## config.mk

```make
export PLATFORM = sky130hd
export DESIGN_NAME = fsp_device_flat
export DESIGN_NICKNAME = d
export VERILOG_FILES = /design/src/verilog/fsp_pkg.sv /design/src/verilog/fsp_link_if.sv /design/src/verilog/fsp_device.sv /design/src/flat_wrapper.sv
export SDC_FILE = /design/constraint.sdc
export NUM_CORES = 1
export LEC_CHECK = 0
export BUFFER_PORTS_ARGS = -buffer_cell sky130_fd_sc_hd__buf_2
export CORE_MARGIN = 4
export CORE_UTILIZATION = 40
export CTS_CLUSTER_DIAMETER = 60
export DETAILED_ROUTE_END_ITERATION = 12
export PLACE_DENSITY = 0.64
export SYNTH_ARGS = -nofsm -noshare
export SYNTH_HDL_FRONTEND = slang
export SYNTH_SLANG_ARGS = --single-unit
export TNS_END_PERCENT = 20
```

## constraint.sdc

```tcl
create_clock -name clk -period 3.8 [get_ports clk]
set_input_delay 0.19 -clock clk [delete_from_list [all_inputs] [get_ports clk]]
set_output_delay 0.19 -clock clk [all_outputs]
set_load 0.02 [all_outputs]
```

## src/verilog/fsp_pkg.sv

```systemverilog
/*
 * Constants used by the port end of the fast serial port link and its bench.
 * Assumes one 25 MHz clock; software reaches the device registers
 * over a plain address/strobe port with 16-bit data.
 */
package fsp_pkg;
   // ***************************************************
   // Register offsets (byte addresses)
   // ***************************************************
   localparam logic [15:0] OFF_CTRL = 16'hc070; // Mode and handshake control
   localparam logic [15:0] OFF_GAP = 16'hc074; // transmit_gap_length
   localparam logic [15:0] OFF_RATE = 16'hc078; // baud_divisor_value
   localparam logic [15:0] OFF_TXDATA = 16'hc07c; // Byte to send
   localparam logic [15:0] OFF_RXDATA = 16'hc080; // Receive FIFO head, pops
   localparam logic [15:0] OFF_STATUS = 16'hc084; // Live state
   localparam logic [15:0] OFF_IRQSTAT = 16'hc088; // Sticky events, write 1 clears
   localparam logic [15:0] OFF_IRQMASK = 16'hc08c; // Event enables
   localparam logic [15:0] OFF_BLKADDR = 16'hc090; // Block receive memory pointer
   // ***************************************************
   // Field positions
   // ***************************************************
   localparam int CTRL_TXBLK = 0; // Transmit block mode
   localparam int CTRL_RXBLK = 1; // Receive block mode
   localparam int CTRL_HSEN = 2; // Hardware handshake enable
   localparam int ST_RXWAIT = 0; // rx_byte_waiting
   localparam int ST_TXPEND = 1; // Byte pending or being sent
   localparam int EV_RX = 0; // Byte received
   localparam int EV_TXDONE = 1; // Character finished
   localparam int EV_FRAME = 2; // Bad stop bit
   localparam int EV_OVERRUN = 3; // FIFO full, byte lost
   localparam int EV_W = 4; // Event count
   // ***************************************************
   // Reset values and counts
   // ***************************************************
   localparam logic [15:0] GAP_RESET = 16'h000b; // Gives a two bit period stop
   localparam logic [15:0] GAP_BIAS = 16'h0009; // Stop = gap minus this
   localparam logic [15:0] RATE_RESET = 16'h0017; // Bit period = value + 1 clocks
   localparam logic [2:0] CTRL_RESET = 3'h0;
   localparam logic [2:0] RTS_DROP_BIT = 3'h2; // Third data bit
   localparam logic [2:0] LAST_BIT = 3'h7;
endpackage : fsp_pkg

```

## src/verilog/fsp_link_if.sv

```systemverilog
/*
 * Serial link between the port and its remote peer.
 * Assumes both ends share clk; pins are plain levels.
 */
`timescale 1ns/100ps
interface fsp_link_if;
   logic serialTxLine; // Port to peer data, idles high
   logic serialRxLine; // Peer to port data, idles high
   logic clearToSendIn; // Peer allows port to send
   logic requestToSendOut; // Port wants to send
   modport dev (output serialTxLine, input serialRxLine,
      input clearToSendIn, output requestToSendOut);
   modport peer (input serialTxLine, output serialRxLine,
      output clearToSendIn, input requestToSendOut);
endinterface : fsp_link_if

```

## src/verilog/fsp_device.sv

```systemverilog
/*
 * Fast serial port: register file, transmitter with optional RTS/CTS
 * handshake, receiver with byte FIFO or direct memory writes.
 * Assumes link pins are asynchronous and a memory accepts one write
 * per cycle without stalling.
 */
// The plain strobed port was chosen for this implementation.
`timescale 1ns/100ps
module fsp_device #(
   parameter int FIFO_DEPTH = 4
)(
   input wire logic clk,
   input wire logic arst_n,
   input wire logic [15:0] regAddr,
   input wire logic [15:0] regWrData,
   input wire logic regWr,
   input wire logic regRd,
   output logic [15:0] regRdData,
   output logic irq,
   output logic memWrEn,
   output logic [15:0] memAddr,
   output logic [7:0] memWrData,
   fsp_link_if.dev link
);
   localparam int PW = $clog2(FIFO_DEPTH);
   typedef enum logic [1:0] {S_IDLE = 2'b00, S_START = 2'b01, S_DATA = 2'b10,
      S_STOP = 2'b11} fsp_state_e;
   // ***************************************************
   // Registers
   // ***************************************************
   logic [2:0] ctrl_r; // Modes and handshake
   logic [15:0] gap_r; // tx_gap_value
   logic [15:0] rate_r; // baud_divisor_value
   logic [7:0] txHold_r; // Byte waiting to go
   logic txPend_r; // Byte accepted, not finished
   logic [fsp_pkg::EV_W-1:0] irqStat_r, irqMask_r, evSet;
   logic [15:0] blkAddr_r; // Next memory address
   logic wrHit, rdPop, rxDeliver, rxBad;
   logic [7:0] rxShift_r;
   // ***************************************************
   // Pin synchronisers
   // ***************************************************
   logic [2:0] rxSync_r, ctsSync_r; // Three stages each
   logic rxLvl_r, ctsLvl_r; // Filtered levels
   // Shift pins in
   always_ff @(posedge clk or negedge arst_n) begin
      if (!arst_n) begin
         rxSync_r <= 3'h7;
         ctsSync_r <= 3'h0;
      end else begin
         rxSync_r <= {rxSync_r[1:0], link.serialRxLine};
         ctsSync_r <= {ctsSync_r[1:0], link.clearToSendIn};
      end
   end
   // Accept a change once stages two and three agree
   always_ff @(posedge clk or negedge arst_n) begin
      if (!arst_n) begin
         rxLvl_r <= 1'b1;
         ctsLvl_r <= 1'b0;
      end else begin
         if (rxSync_r[1] == rxSync_r[2]) rxLvl_r <= rxSync_r[2];
         if (ctsSync_r[1] == ctsSync_r[2]) ctsLvl_r <= ctsSync_r[2];
      end
   end
   // ***************************************************
   // Register writes
   // ***************************************************
   // Control registers
   always_ff @(posedge clk or negedge arst_n) begin
      if (!arst_n) begin
         ctrl_r <= fsp_pkg::CTRL_RESET;
         gap_r <= fsp_pkg::GAP_RESET;
         rate_r <= fsp_pkg::RATE_RESET;
         irqMask_r <= '0;
         blkAddr_r <= '0;
      end else begin
         if (regWr && regAddr == fsp_pkg::OFF_CTRL) ctrl_r <= regWrData[2:0];
         if (regWr && regAddr == fsp_pkg::OFF_GAP) gap_r <= regWrData;
         if (regWr && regAddr == fsp_pkg::OFF_RATE) rate_r <= regWrData;
         if (regWr && regAddr == fsp_pkg::OFF_IRQMASK) irqMask_r <= regWrData[fsp_pkg::EV_W-1:0];
         // Software write, else advance after each block byte
         if (regWr && regAddr == fsp_pkg::OFF_BLKADDR) blkAddr_r <= regWrData;
         else if (memWrEn) blkAddr_r <= blkAddr_r + 16'h0001;
      end
   end
   // Sticky events; a set beats a clear in the same cycle
   always_ff @(posedge clk or negedge arst_n) begin
      if (!arst_n) irqStat_r <= '0;
      else if (regWr && regAddr == fsp_pkg::OFF_IRQSTAT)
         irqStat_r <= (irqStat_r & ~regWrData[fsp_pkg::EV_W-1:0]) | evSet;
      else irqStat_r <= irqStat_r | evSet;
   end
   assign irq = |(irqStat_r & irqMask_r);
   // ***************************************************
   // Transmitter
   // ***************************************************
   fsp_state_e txState_r;
   logic [15:0] txCnt_r, stopLeft_r; // Clocks in bit, stop periods left
   logic [2:0] txBit_r;
   logic [7:0] txShift_r;
   logic txLine_r, rts_r;
   logic txEnd; // Last clock of a bit period
   logic hsEn;
   assign hsEn = ctrl_r[fsp_pkg::CTRL_HSEN];
   assign txEnd = (txCnt_r == 16'h0000);
   assign wrHit = regWr && regAddr == fsp_pkg::OFF_TXDATA && !txPend_r;
   // Hold register; a write while pending is ignored
   always_ff @(posedge clk or negedge arst_n) begin
      if (!arst_n) begin
         txHold_r <= '0;
         txPend_r <= 1'b0;
      end else if (wrHit) begin
         txHold_r <= regWrData[7:0];
         txPend_r <= 1'b1;
      end else if (txState_r == S_STOP && txEnd && stopLeft_r == 16'h0001) begin
         txPend_r <= 1'b0;
      end
   end
   // Request to send: raised while a byte waits, dropped in bit two
   always_ff @(posedge clk or negedge arst_n) begin
      if (!arst_n) rts_r <= 1'b0;
      else if (txState_r == S_IDLE && txPend_r && hsEn) rts_r <= 1'b1;
      else if (txState_r == S_DATA && txBit_r == fsp_pkg::RTS_DROP_BIT) rts_r <= 1'b0;
   end
   // Frame sequencer
   always_ff @(posedge clk or negedge arst_n) begin
      if (!arst_n) begin
         txState_r <= S_IDLE;
         txCnt_r <= '0;
         stopLeft_r <= '0;
         txBit_r <= '0;
         txShift_r <= '0;
         txLine_r <= 1'b1;
      end else begin
         case (txState_r)
            S_IDLE: begin
               txLine_r <= 1'b1;
               // Start only with handshake off or CTS seen high
               if (txPend_r && (!hsEn || (rts_r && ctsLvl_r))) begin
                  txState_r <= S_START;
                  txLine_r <= 1'b0;
                  txCnt_r <= rate_r;
                  txShift_r <= txHold_r;
               end
            end
            S_START: begin
               if (txEnd) begin
                  txState_r <= S_DATA;
                  txLine_r <= txShift_r[0];
                  txBit_r <= '0;
                  txCnt_r <= rate_r;
               end else txCnt_r <= txCnt_r - 16'h0001;
            end
            S_DATA: begin
               if (txEnd) begin
                  txCnt_r <= rate_r;
                  if (txBit_r == fsp_pkg::LAST_BIT) begin
                     txState_r <= S_STOP;
                     txLine_r <= 1'b1;
                     // Block mode stretches the stop bit
                     if (ctrl_r[fsp_pkg::CTRL_TXBLK] && gap_r > fsp_pkg::GAP_BIAS + 16'h0001)
                        stopLeft_r <= gap_r - fsp_pkg::GAP_BIAS;
                     else stopLeft_r <= 16'h0001;
                  end else begin
                     txBit_r <= txBit_r + 3'h1;
                     txLine_r <= txShift_r[txBit_r + 3'h1];
                  end
               end else txCnt_r <= txCnt_r - 16'h0001;
            end
            S_STOP: begin
               if (txEnd) begin
                  txCnt_r <= rate_r;
                  stopLeft_r <= stopLeft_r - 16'h0001;
                  if (stopLeft_r == 16'h0001) txState_r <= S_IDLE;
               end else txCnt_r <= txCnt_r - 16'h0001;
            end
            default: txState_r <= S_IDLE;
         endcase
      end
   end
   assign link.serialTxLine = txLine_r;
   assign link.requestToSendOut = rts_r;
   // ***************************************************
   // Receiver
   // ***************************************************
   fsp_state_e rxState_r;
   logic [15:0] rxCnt_r;
   logic [2:0] rxBit_r;
   // Sample each bit in its middle
   always_ff @(posedge clk or negedge arst_n) begin
      if (!arst_n) begin
         rxState_r <= S_IDLE;
         rxCnt_r <= '0;
         rxBit_r <= '0;
         rxShift_r <= '0;
      end else begin
         case (rxState_r)
            S_IDLE: if (!rxLvl_r) begin
               rxState_r <= S_START;
               rxCnt_r <= {1'b0, rate_r[15:1]}; // Half period to centre
            end
            S_START: begin
               if (rxCnt_r != 16'h0000) rxCnt_r <= rxCnt_r - 16'h0001;
               else if (rxLvl_r) rxState_r <= S_IDLE; // Glitch, not a start
               else begin
                  rxState_r <= S_DATA;
                  rxCnt_r <= rate_r;
                  rxBit_r <= '0;
               end
            end
            S_DATA: begin
               if (rxCnt_r != 16'h0000) rxCnt_r <= rxCnt_r - 16'h0001;
               else begin
                  rxShift_r <= {rxLvl_r, rxShift_r[7:1]};
                  rxCnt_r <= rate_r;
                  rxBit_r <= rxBit_r + 3'h1;
                  if (rxBit_r == fsp_pkg::LAST_BIT) rxState_r <= S_STOP;
               end
            end
            S_STOP: begin
               if (rxCnt_r != 16'h0000) rxCnt_r <= rxCnt_r - 16'h0001;
               else rxState_r <= S_IDLE;
            end
            default: rxState_r <= S_IDLE;
         endcase
      end
   end
   assign rxDeliver = rxState_r == S_STOP && rxCnt_r == 16'h0000 && rxLvl_r;
   assign rxBad = rxState_r == S_STOP && rxCnt_r == 16'h0000 && !rxLvl_r;
   // ***************************************************
   // Receive FIFO and memory path
   // ***************************************************
   logic [7:0] fifo_r [FIFO_DEPTH];
   logic [PW-1:0] wrPtr_r, rdPtr_r;
   logic [PW:0] fill_r;
   logic fifoPush, fifoFull, fifoEmpty, blkRx;
   assign blkRx = ctrl_r[fsp_pkg::CTRL_RXBLK];
   assign fifoFull = fill_r == (PW+1)'(FIFO_DEPTH);
   assign fifoEmpty = fill_r == '0;
   assign fifoPush = rxDeliver && !blkRx && !fifoFull;
   assign rdPop = regRd && regAddr == fsp_pkg::OFF_RXDATA && !fifoEmpty;
   // Storage and pointers
   always_ff @(posedge clk or negedge arst_n) begin
      if (!arst_n) begin
         wrPtr_r <= '0;
         rdPtr_r <= '0;
         fill_r <= '0;
      end else begin
         if (fifoPush) wrPtr_r <= (wrPtr_r == PW'(FIFO_DEPTH - 1)) ? '0 : wrPtr_r + 1'b1;
         if (rdPop) rdPtr_r <= (rdPtr_r == PW'(FIFO_DEPTH - 1)) ? '0 : rdPtr_r + 1'b1;
         fill_r <= fill_r + {{PW{1'b0}}, fifoPush} - {{PW{1'b0}}, rdPop};
      end
   end
   always_ff @(posedge clk) begin
      if (fifoPush) fifo_r[wrPtr_r] <= rxShift_r;
   end
   // Block mode writes straight to memory
   always_ff @(posedge clk or negedge arst_n) begin
      if (!arst_n) begin
         memWrEn <= 1'b0;
         memWrData <= '0;
      end else begin
         memWrEn <= rxDeliver && blkRx;
         if (rxDeliver && blkRx) memWrData <= rxShift_r;
      end
   end
   assign memAddr = blkAddr_r;
   always_comb begin
      evSet = '0;
      evSet[fsp_pkg::EV_RX] = rxDeliver;
      evSet[fsp_pkg::EV_TXDONE] = txState_r == S_STOP && txEnd && stopLeft_r == 16'h0001;
      evSet[fsp_pkg::EV_FRAME] = rxBad;
      evSet[fsp_pkg::EV_OVERRUN] = rxDeliver && !blkRx && fifoFull;
   end
   // ***************************************************
   // Register reads, data one cycle after strobe
   // ***************************************************
   always_ff @(posedge clk or negedge arst_n) begin
      if (!arst_n) regRdData <= '0;
      else if (regRd) begin
         case (regAddr)
            fsp_pkg::OFF_CTRL: regRdData <= {13'h0000, ctrl_r};
            fsp_pkg::OFF_GAP: regRdData <= gap_r;
            fsp_pkg::OFF_RATE: regRdData <= rate_r;
            fsp_pkg::OFF_TXDATA: regRdData <= {8'h00, txHold_r};
            fsp_pkg::OFF_RXDATA: regRdData <= fifoEmpty ? 16'h0000 : {8'h00, fifo_r[rdPtr_r]};
            fsp_pkg::OFF_STATUS: regRdData <= {14'h0000, txPend_r, !fifoEmpty};
            fsp_pkg::OFF_IRQSTAT: regRdData <= {12'h000, irqStat_r};
            fsp_pkg::OFF_IRQMASK: regRdData <= {12'h000, irqMask_r};
            fsp_pkg::OFF_BLKADDR: regRdData <= blkAddr_r;
            default: regRdData <= 16'h0000;
         endcase
      end else regRdData <= 16'h0000;
   end
endmodule : fsp_device

```

## src/flat_wrapper.sv

```systemverilog
// flat-port wrapper written by rule: the top's interface ports become plain ports
module fsp_device_flat 
#(
   parameter int FIFO_DEPTH = 4
)
  (clk, arst_n, regAddr, regWrData, regWr, regRd, regRdData, irq, memWrEn, memAddr, memWrData, link_serialTxLine, link_serialRxLine, link_clearToSendIn, link_requestToSendOut);
  fsp_link_if link_i ();
  input wire logic clk;
  input wire logic arst_n;
  input wire logic [15:0] regAddr;
  input wire logic [15:0] regWrData;
  input wire logic regWr;
  input wire logic regRd;
  output logic [15:0] regRdData;
  output logic irq;
  output logic memWrEn;
  output logic [15:0] memAddr;
  output logic [7:0] memWrData;
  output wire logic [$bits(link_i.serialTxLine)-1:0] link_serialTxLine;
  input wire logic [$bits(link_i.serialRxLine)-1:0] link_serialRxLine;
  input wire logic [$bits(link_i.clearToSendIn)-1:0] link_clearToSendIn;
  output wire logic [$bits(link_i.requestToSendOut)-1:0] link_requestToSendOut;
  assign link_serialTxLine = link_i.serialTxLine;
  assign link_i.serialRxLine = link_serialRxLine;
  assign link_i.clearToSendIn = link_clearToSendIn;
  assign link_requestToSendOut = link_i.requestToSendOut;
  fsp_device #(.FIFO_DEPTH(FIFO_DEPTH)) u_core (.clk(clk), .arst_n(arst_n), .regAddr(regAddr), .regWrData(regWrData), .regWr(regWr), .regRd(regRd), .regRdData(regRdData), .irq(irq), .memWrEn(memWrEn), .memAddr(memAddr), .memWrData(memWrData), .link(link_i));
endmodule
```

==> impl_metrics.yaml, run 1 <==
synthesis:
  synthAdderAreaFrac_pct: 3.69
  synth_top_area_cell: "dfrtp_1"
  synth_top_family_by_area: "simple AND/OR/NAND/NOR gates"
  ys_seq_elements: 216
  avgSynthCellArea_um2: 10.8
  synthTopCellsByArea: "dfrtp_1 (38%), edfxtp_1 (8.5%), mux2_2 (7.5%)"
  synthCells: 1038
  ys_warn_count: 0
  async_flop_share_pct: 85.2
  synth-xor-area-share_pct: 3.04
  synthFlopType: "dfrtp_1"
  synthDominantCellAreaShare_pct: 38.2
  ys_seq_area_share_pct: 49.6
  syn-num-nets: 1107
  synth_compound_area_share_pct: 14.8
  synth-simple-area-share_pct: 15.3
  syn_area_mm2: 0.0113
  synth_edf_count: 32
  ys_types: 89
  synthMuxAreaShare_pct: 10.7
floorplanning:
  start_util_pct: 40.5
  core_region_area_mm2: 0.0278
  fp-row-count: 61
  chipWidth_um: 176
  die-area_mm2: 0.0309
  die_y_um: 176
  io_pins: 82
timing:
  rsz0062_at_grt: "no"
  hold_viol_final: 0
  period_minus_slack_ns: 3.09
  max_freq_mhz: 324
  slew_viol_final: 0
  period_share_pct: 81.3
  max_slew_margin_pct: 23.2
  setup_viol: 0
  setup_tns_ns: 0
  max_slew.worst_pin.slew_ns: 1.15
  skew_ns: 0.00943
  worst_slack_ns: 0.712
global_route:
  grt-ovfl-total: 0
  grt_pass1_wl_um: 47300
  antenna_found_initial: 0
  grt_pass1_vias: 8588
  grt.total_usage_pct: 18.8
  grt_max_degree: 111
worst_setup_path:
  crit_path_end_kind: "flop"
  cp-startpoint: "u_core.rxCnt_r[10]$_DFFE_PN0P_"
  arrival_ns: 3.49
  critical_path_class: "flop to flop"
  critPathLaunchType: "flop"
  r2r_start: "u_core.rxCnt_r[10]$_DFFE_PN0P_"
  crit_fanout: 10
  critical_path_required_ns: 4.20
finish:
  fillCellCount: 2619
  diodes: 0
  drive_gt1_share_pct: 22.5
  final_area_mm2: 0.0130
  syn_to_final_growth_pct: 15.6
  nets: 1200
clock_tree:
  insertion_delay_ns: 0.52
  cts_root_buf: "clkbuf_16"
  clockBufferDepth: 3
  ctsResizeCount: 0
  clk_pin_slew_ns: 0.06
  cts_tree: "done"
  cts_buffers: 25
  cts_setup_buffers: 0
  htree_levels: 1
  cts_sinks: 216
placement:
  gp_congestion: 0.923
  hpwl_um: 20900
  dp_slack_ns: 0.673
  dpl-instance-area_mm2: 0.0121
  port_buffers: 81
route:
  drt_iter0_drc: 784
  wl_per_cell_um: 19.1
  viasPerCell: 5.72
  vias: 8733
  drtAntennaViolNets: 0
  first_pass_iters: 6
  drc_errors: 0
  wirelength_um: 29100
pwr:
  ir_worst_vdd_uv: 295
  power_density_mw_per_mm2: 582
  p_leak_nw: 5.72
hold_path:
  hp-start: "regWrData[0]"
  hold_class: "input pin to flop"
job:
  cap_violations: 0
run_status:
  outcome: "finished clean"
where the power goes:
part           switching, mW  internal, mW  leakage [nW]  total [mW]
Combinational           1.43         0.928          2.71        2.36
Clock                  0.991          1.35         0.385        2.34
Sequential             0.273          2.59          2.63        2.87
Total                   2.70          4.87          5.72        7.57
worst max-delay path, stage by stage, from the launching register on:
cell and delay (ns):
dfrtp_1 0.44, or4_1 0.76, nor2_4 0.35, nand3_2 0.19, nor3b_4 0.35, ha_1 0.20, inv_1 0.05, fa_1 0.37
xnor2_1 0.14, xnor2_1 0.12
routing by layer:
metal	vias to the layer above	global-route usage, %	part of all wire (%)
li1	4040	-	-
met1	4327	27.1	45
met2	302	28.9	45
met3	64	3.51	6.8
met4	0	5.82	3.1
met5	-	0	0
per-stage QoR:
stage	total power, mW	utilization (%)	cells	hold WS (ns)
6_report	7.57	46.8	1527	0.0310
5_1_grt	8.08	46.8	1527	0.0460
4_1_cts	7.61	46.8	1527	0.0190
3_5_place_dp	5.23	43.4	1467	0.296
3_3_place_gp	5.19	43.4	1467	0.296
2_1_floorplan	4.65	-	1038	-0.106
placed cells by master, fill, tap and decap left out, types with 7 or more instances in the layout:
cell           instances
dfrtp_1              172
nand2_1               87
buf_2                 80
mux2_2                75
nor2_1                74
a21oi_1               61
o21ai_0               50
inv_1                 36
nor3_1                34
nand3_1               33
edfxtp_1              32
ha_1                  30
clkbuf_16             25
a22oi_1               22
xor2_1                21
xnor2_1               18
dlygate4sd3_1         15
and2_1                13
o21ai_1               13
dfstp_2               12
buf_4                 11
and3_1                10
mux4_2                10
o31ai_1               10
a31oi_1                8
a221oi_1               8
a21o_1                 8
nand2b_1               7
nor4_1                 7
o221ai_1               7
registers in the layout (all words and copies together), names as in the netlist, 4 cells and up, named ones only:
signal,cells
u_core.fifo_r,32
u_core.gap_r,16
u_core.irqMask_r,4
u_core.irqStat_r,4
u_core.memAddr,16
u_core.memWrData,8
u_core.rate_r,16
u_core.regRdData,16
u_core.rxCnt_r,16
u_core.rxShift_r,8
u_core.stopLeft_r,16
u_core.txCnt_r,16
u_core.txHold_r,8
u_core.txShift_r,8
what timing repair did:
action / 4_1_cts / 5_1_grt
endpoints found under the hold margin: 139 / 0
hold buffers: 15 / 0
setup endpoints to repair: 0 / 0
cell type report:
| cell class | count | area [um2] | area share, % |
|---|---|---|---|
| clock buffer | 27 | 633 | 4.87 |
| inverter | 36 | 135 | 1.04 |
| clock inverter | 18 | 168 | 1.29 |
| multi-input combinational | 744 | 5350 | 41.2 |
| tap | 378 | 473 | 3.64 |
| sequential | 216 | 5580 | 42.9 |
| timing repair buffer | 108 | 667 | 5.13 |
path summary, 6_finish.rpt:
| check | endpoint | slack [ns] | cells after the start |
|---|---|---|---|
| worst max-delay path | u_core.fill_r[2]$_DFF_PN0_ | 0.71 | 9 |
| worst min-delay path | u_core.memAddr[0]$_DFFE_PN0P_ | 0.03 | 3 |
| worst max register to register | u_core.fill_r[2]$_DFF_PN0_ | 0.71 | 9 |
| worst min register to register | u_core.ctsSync_r[1]$_DFF_PN0_ | 0.35 | 0 |
| max in group asynchronous | u_core.link.serialTxLine$_DFFE_PN1P_ | 2.48 | 3 |
| min in group asynchronous | u_core.memAddr[11]$_DFFE_PN0P_ | 0.35 | 2 |
synth_stat cells, types with 5 or more instances:
library cell  number
inv_1             36
nor2_1            74
o31ai_1           10
o21ai_1           13
a22o_1             6
a221oi_1           8
or3_1              6
edfxtp_1          32
nand2b_1           7
nor3_1            34
a21o_1             8
a21oi_1           61
o22ai_1            6
xnor2_1           18
a31oi_1            8
mux2_2            75
nand2_1           87
xor2_1            21
and3_1            10
or4_1              5
dfstp_2           12
o21ai_0           50
o221ai_1           7
mux2i_1            6
a222oi_1           6
ha_1              30
clkbuf_1          27
dfrtp_1          172
mux4_2            10
nor2b_1            5
a22oi_1           22
buf_2             10
nand3_1           33
nor4_1             7
and2_1            13
cells by family after synthesis:
family                   after synthesis
adder cells (fa/ha/maj)               33
AND/OR/NAND/NOR                      326
AO/OA/AOI/OAI                        249
XOR/XNOR                              39
buffers and inverters                 78
flip-flops                           216
multiplexers                          97
(Power assumes the default switching activity.)
==> run 2, diff against run 1 <==
==> constraint.sdc (replaced) <==
create_clock -name clk -period 3.1 [get_ports clk]
set_input_delay 0.155 -clock clk [delete_from_list [all_inputs] [get_ports clk]]
set_output_delay 0.155 -clock clk [all_outputs]
set_load 0.02 [all_outputs]
==> run 2 against run 1 <==
  * Die area stayed put
  * Worst setup slack worse by 0.28 ns
  * Critical path type unchanged
  * Maximum frequency rose by 16%
  * Hold slack lost 0.010 ns
  * Sequential power increased by 23%
  * Non-clock buffer count rose by 23
==> impl_metrics.yaml, run 2 (synthesis gave the netlist of run 1 again) <==
worst_setup_path:
  crit_fanout: 14
  critPathLaunchType: "flop"
  crit_chain: "inv_1 -> ha_1 -> nor3b_1 -> buf_4 -> and3_1 -> a21oi_1 -> a41oi_1 -> o22a_1"
  cp_top_family: "compound AO/OA/AOI/OAI gates"
  cpMaxStageDelayCell: "a21oi_1"
  critical_path_required_ns: 3.50
  cp_slowest_stage_delay_ns: 0.87
  crit_buf_inv: 2
  crit_path_end_kind: "flop"
  arrival_ns: 3.06
  critical_path_class: "flop to flop"
finish:
  nets: 1222
  syn_to_final_growth_pct: 17.5
  drive_gt1_share_pct: 23.8
  most-common-layout-cells: "dfrtp_1 (172), nand2_1 (87), buf_2 (80), mux2_2 (75), nor2_1 (74)"
  final_common_cell: "dfrtp_1"
  diodes: 0
  largest_register_ffs: 32
  fillCellCount: 2550
  top_register: "u_core.fifo_r"
  final_area_mm2: 0.0132
global_route:
  grt_pass1_wl_um: 48100
  grt_max_degree: 72
  grt.total_usage_pct: 19.2
  grt_pass1_vias: 8714
  grt-ovfl-total: 0
  antenna_found_initial: 1
placement:
  dp_slack_ns: 0.325
  dpl-instance-area_mm2: 0.0122
  gp_congestion: 0.921
  port_buffers: 81
  hpwl_um: 21600
pwr:
  power_mw: 9.48
  pwr-share-clk_pct: 31.1
  p_leak_nw: 5.86
  power.internal_mw: 6.11
  p_sw_mw: 3.37
  p_sw_share_pct: 35.6
  ir_worst_vdd_uv: 416
  power_frac_comb_pct: 31.5
  seq_power_share_pct: 37.3
  power_density_mw_per_mm2: 717
route:
  drc_errors: 0
  drt_iter0_drc: 713
  viasPerCell: 5.67
  first_pass_iters: 5
  drtAntennaViolNets: 0
  vias: 8779
  wirelength_um: 30000
  wl_per_cell_um: 19.4
floorplanning:
  die_y_um: 176
  die-area_mm2: 0.0309
  chipWidth_um: 176
  fp-row-count: 61
  start_util_pct: 40.5
  io_pins: 82
  core_region_area_mm2: 0.0278
clock_tree:
  cts_buffers: 24
  cts_root_buf: "clkbuf_16"
  cts_tree: "done"
  clk_pin_slew_ns: 0.06
  ctsResizeCount: 0
  insertion_delay_ns: 0.53
  clockBufferDepth: 3
  cts_sinks: 216
  htree_levels: 1
hold_path:
  hold_class: "input pin to flop"
timing:
  slew_viol_final: 0
  setup_tns_ns: 0
  max_slew_margin_pct: 26.1
  max_freq_mhz: 375
  skew_ns: 0.0289
  worst_slack_ns: 0.434
  period_minus_slack_ns: 2.67
  period_share_pct: 86.0
  max_slew.worst_pin.slew_ns: 1.11
  rsz0062_at_grt: "no"
  setup_viol: 0
  hold_viol_final: 0
job:
  cap_violations: 0
run_status:
  outcome: "finished clean"
-- run 2: path summary, 6_finish.rpt --
path                                               start  slack, ns  cells past startpoint                             to
max                        u_core.txCnt_r[0]$_DFFE_PN0N_       0.43                      8  u_core.txCnt_r[9]$_DFFE_PN0N_
min                                                regWr       0.02                      4  u_core.irqStat_r[1]$_DFF_PN0_
max reg2reg                u_core.txCnt_r[0]$_DFFE_PN0N_       0.43                      8  u_core.txCnt_r[9]$_DFFE_PN0N_
min reg2reg                u_core.ctsSync_r[0]$_DFF_PN0_       0.35                      0  u_core.ctsSync_r[1]$_DFF_PN0_
max in group asynchronous                         arst_n       2.09                      3   u_core.rate_r[4]$_DFFE_PN1P_
min in group asynchronous                         arst_n       0.21                      2  u_core.memAddr[9]$_DFFE_PN0P_
-- run 2: metal layers --
| metal | up-vias | routed length (um) | GRT usage, % |
|---|---|---|---|
| li1 | 4083 | - | - |
| met1 | 4368 | 13400 | 27.2 |
| met2 | 273 | 13600 | 30.2 |
| met3 | 53 | 2150 | 4.13 |
| met4 | 2 | 779 | 4.87 |
| met5 | - | 8 | 0 |
-- run 2: power by group through the flow --
stage	sequential [mW]	clock, mW	combinational (mW)
2_1_floorplan	3.48	0	2.21
4_1_cts	3.52	3.01	2.97
5_1_grt	3.57	3.15	3.35
6_report	3.54	2.95	2.99
3_3_place_gp	3.56	0	2.87
3_5_place_dp	3.57	0	2.92
-- run 2: per-stage QoR --
stage	std cells	hold WS, ns	util [%]
after floorplan	1038	-0.141	-
after global placement	1486	0.218	44.0
after detailed placement	1486	0.220	44.0
after CTS	1549	0.00471	47.6
after global routing	1549	0.0438	47.6
final	1549	0.0207	47.6
-- run 2: cell type report --
type                       instances  area [um2]  share of cell area (%)
inverter                          36         135                    1.02
clock buffer                      29         662                    5.00
clock inverter                    15         163                    1.23
multi-input combinational        744        5350                    40.5
timing repair buffer             131         862                    6.52
tap                              378         473                    3.58
sequential                       216        5580                    42.2
-- run 2: worst reg2reg max path, stage by stage (launching register included) --
cell and delay, ns:
dfrtp_1 0.37, inv_1 0.08, ha_1 0.24, nor3b_1 0.15
buf_4 0.14, and3_1 0.20, a21oi_1 0.87, a41oi_1 0.23
o22a_1 0.26
-- run 2: what timing repair did --
action | 4_1_cts | 5_1_grt
setup buffers | 0 | 0
endpoints found under the hold margin | 110 | 0
hold buffers | 19 | 0
==> run 3, diff against run 2 <==
--- a/config.mk
+++ b/config.mk
@@ -8,6 +8,7 @@
 export BUFFER_PORTS_ARGS = -buffer_cell sky130_fd_sc_hd__buf_2
 export CORE_MARGIN = 4
 export CORE_UTILIZATION = 40
+export CTS_BUF_LIST = sky130_fd_sc_hd__clkbuf_16
 export CTS_CLUSTER_DIAMETER = 60
 export DETAILED_ROUTE_END_ITERATION = 12
 export PLACE_DENSITY = 0.64
==> run 3 against run 2 <==
  * Global-route usage unchanged
  * Critical path depth is the same
  * Core utilization did not move
  * Cell area unchanged
  * Combinational power is essentially flat
  * Critical endpoint unchanged
==> impl_metrics.yaml, run 3 (synthesis gave the netlist of run 1 again) <==
run_status:
  outcome: "finished clean"
route:
  drtAntennaViolNets: 0
  met3WireLength_um: 2200
  drt_iter0_drc: 711
  top_layer: "met5"
  wl_met2_um: 13600
  viasPerCell: 5.67
  drc_errors: 0
  first_pass_iters: 5
  wl_per_cell_um: 19.4
  wirelength_um: 30000
  vias: 8787
  wl_met1_um: 13400
global_route:
  antenna_found_initial: 1
  grt_max_degree: 72
  grt-ovfl-total: 0
  grt_pass1_wl_um: 48100
  grt_pass1_vias: 8714
  grt.total_usage_pct: 19.2
floorplanning:
  core_region_area_mm2: 0.0278
  die-area_mm2: 0.0309
  fp-row-count: 61
  io_pins: 82
  start_util_pct: 40.5
  chipWidth_um: 176
  die_y_um: 176
finish:
  final_common_cell: "dfrtp_1"
  top_register: "u_core.fifo_r"
  finalNonFillerCells: 1549
  nets: 1222
  fillCellCount: 2550
  drive_gt1_share_pct: 23.8
  diodes: 0
  largest_register_ffs: 32
  most-common-layout-cells: "dfrtp_1 (172), nand2_1 (87), buf_2 (80), mux2_2 (75), nor2_1 (74)"
  syn_to_final_growth_pct: 17.5
placement:
  hpwl_um: 21600
  port_buffers: 81
  placedCellCount: 1486
  gp_congestion: 0.921
timing:
  max_slew_margin_pct: 26.2
  setup_tns_ns: 0
  max_slew.worst_pin.slew_ns: 1.11
  hold_viol_final: 0
  max_freq_mhz: 375
  whs_ns: 0.0210
  skew_ns: 0.0289
  period_minus_slack_ns: 2.66
  rsz0062_at_grt: "no"
  slew_viol_final: 0
  period_share_pct: 86.0
  setup_viol: 0
pwr:
  power_density_mw_per_mm2: 716
  p_leak_nw: 5.87
  ir_worst_vdd_uv: 416
clock_tree:
  clockBufferDepth: 3
  cts_buffers: 24
  clk_pin_slew_ns: 0.06
  insertion_delay_ns: 0.53
  cts_root_buf: "clkbuf_16"
  cts_sinks: 216
  cts_tree: "done"
  htree_levels: 1
worst_setup_path:
  crit_chain: "inv_1 -> ha_1 -> nor3b_1 -> buf_4 -> and3_1 -> a21oi_1 -> a41oi_1 -> o22a_1"
  critical_path_class: "flop to flop"
  cp_top_family: "compound AO/OA/AOI/OAI gates"
  arrival_ns: 3.06
  cpMaxStageDelayCell: "a21oi_1"
  crit_buf_inv: 2
  cp_slowest_stage_delay_ns: 0.86
  critPathLaunchType: "flop"
  crit_fanout: 14
  crit_path_end_kind: "flop"
  critical_path_required_ns: 3.50
job:
  cap_violations: 0
hold_path:
  hold_class: "input pin to flop"
-- run 3: cell types whose count changed in the layout (fill, tap and decap cells not counted), sizes merged --
cell    change
inv         +3
clkbuf      -3
-- run 3: final timing paths --
check	startpoint	endpoint	slack, ns	cells after the start
worst max-delay path	u_core.txCnt_r[0]$_DFFE_PN0N_	u_core.txCnt_r[9]$_DFFE_PN0N_	0.44	8
worst min-delay path	regWr	u_core.irqStat_r[1]$_DFF_PN0_	0.02	4
worst max register to register	u_core.txCnt_r[0]$_DFFE_PN0N_	u_core.txCnt_r[9]$_DFFE_PN0N_	0.44	8
worst min register to register	u_core.ctsSync_r[0]$_DFF_PN0_	u_core.ctsSync_r[1]$_DFF_PN0_	0.35	0
max in group asynchronous	arst_n	u_core.rate_r[4]$_DFFE_PN1P_	2.09	3
min in group asynchronous	arst_n	u_core.memAddr[9]$_DFFE_PN0P_	0.21	2
-- run 3: cell type report --
class	count	area, um2	share of cell area, %
timing repair buffer	131	862	6.52
tap	378	473	3.58
inverter	36	135	1.02
clock buffer	26	651	4.92
multi-input combinational	744	5350	40.5
clock inverter	18	174	1.31
sequential	216	5580	42.2
-- run 3: routing by layer --
layer,global-route usage (%),vias up
li1,-,4086
met1,27.2,4361
met2,30.2,285
met3,4.13,53
met4,4.87,2
met5,0,-
-- run 3: report_power, final --
group          internal [mW]  switching (mW)
Combinational           1.21            1.78
Sequential              3.18           0.360
Clock                   1.71            1.23
-- run 3: per-stage QoR --
| stage | setup slack, ns | cell area, um2 | total power [mW] | util, % |
|---|---|---|---|---|
| after global placement | 0.466 | 12200 | 6.43 | 44.0 |
| final | 0.435 | 13200 | 9.47 | 47.6 |
| after global routing | 0.285 | 13200 | 10.1 | 47.6 |
| after CTS | 0.466 | 13200 | 9.50 | 47.6 |
| after floorplan | 0.445 | 11300 | 5.70 | - |
| after detailed placement | 0.325 | 12200 | 6.50 | 44.0 |
-- run 3: worst min-delay path: cells and delay by family --
kind | cells | cell delay (ns)
AND/OR/NAND/NOR | 3 | 0.19
buffers and inverters | 1 | 0.17
-- run 3: timing repair --
item                      CTS  global route
hold endpoints to repair  110             0
gates resized for setup     0             0
hold buffers               19             0
buffers inserted            0             0
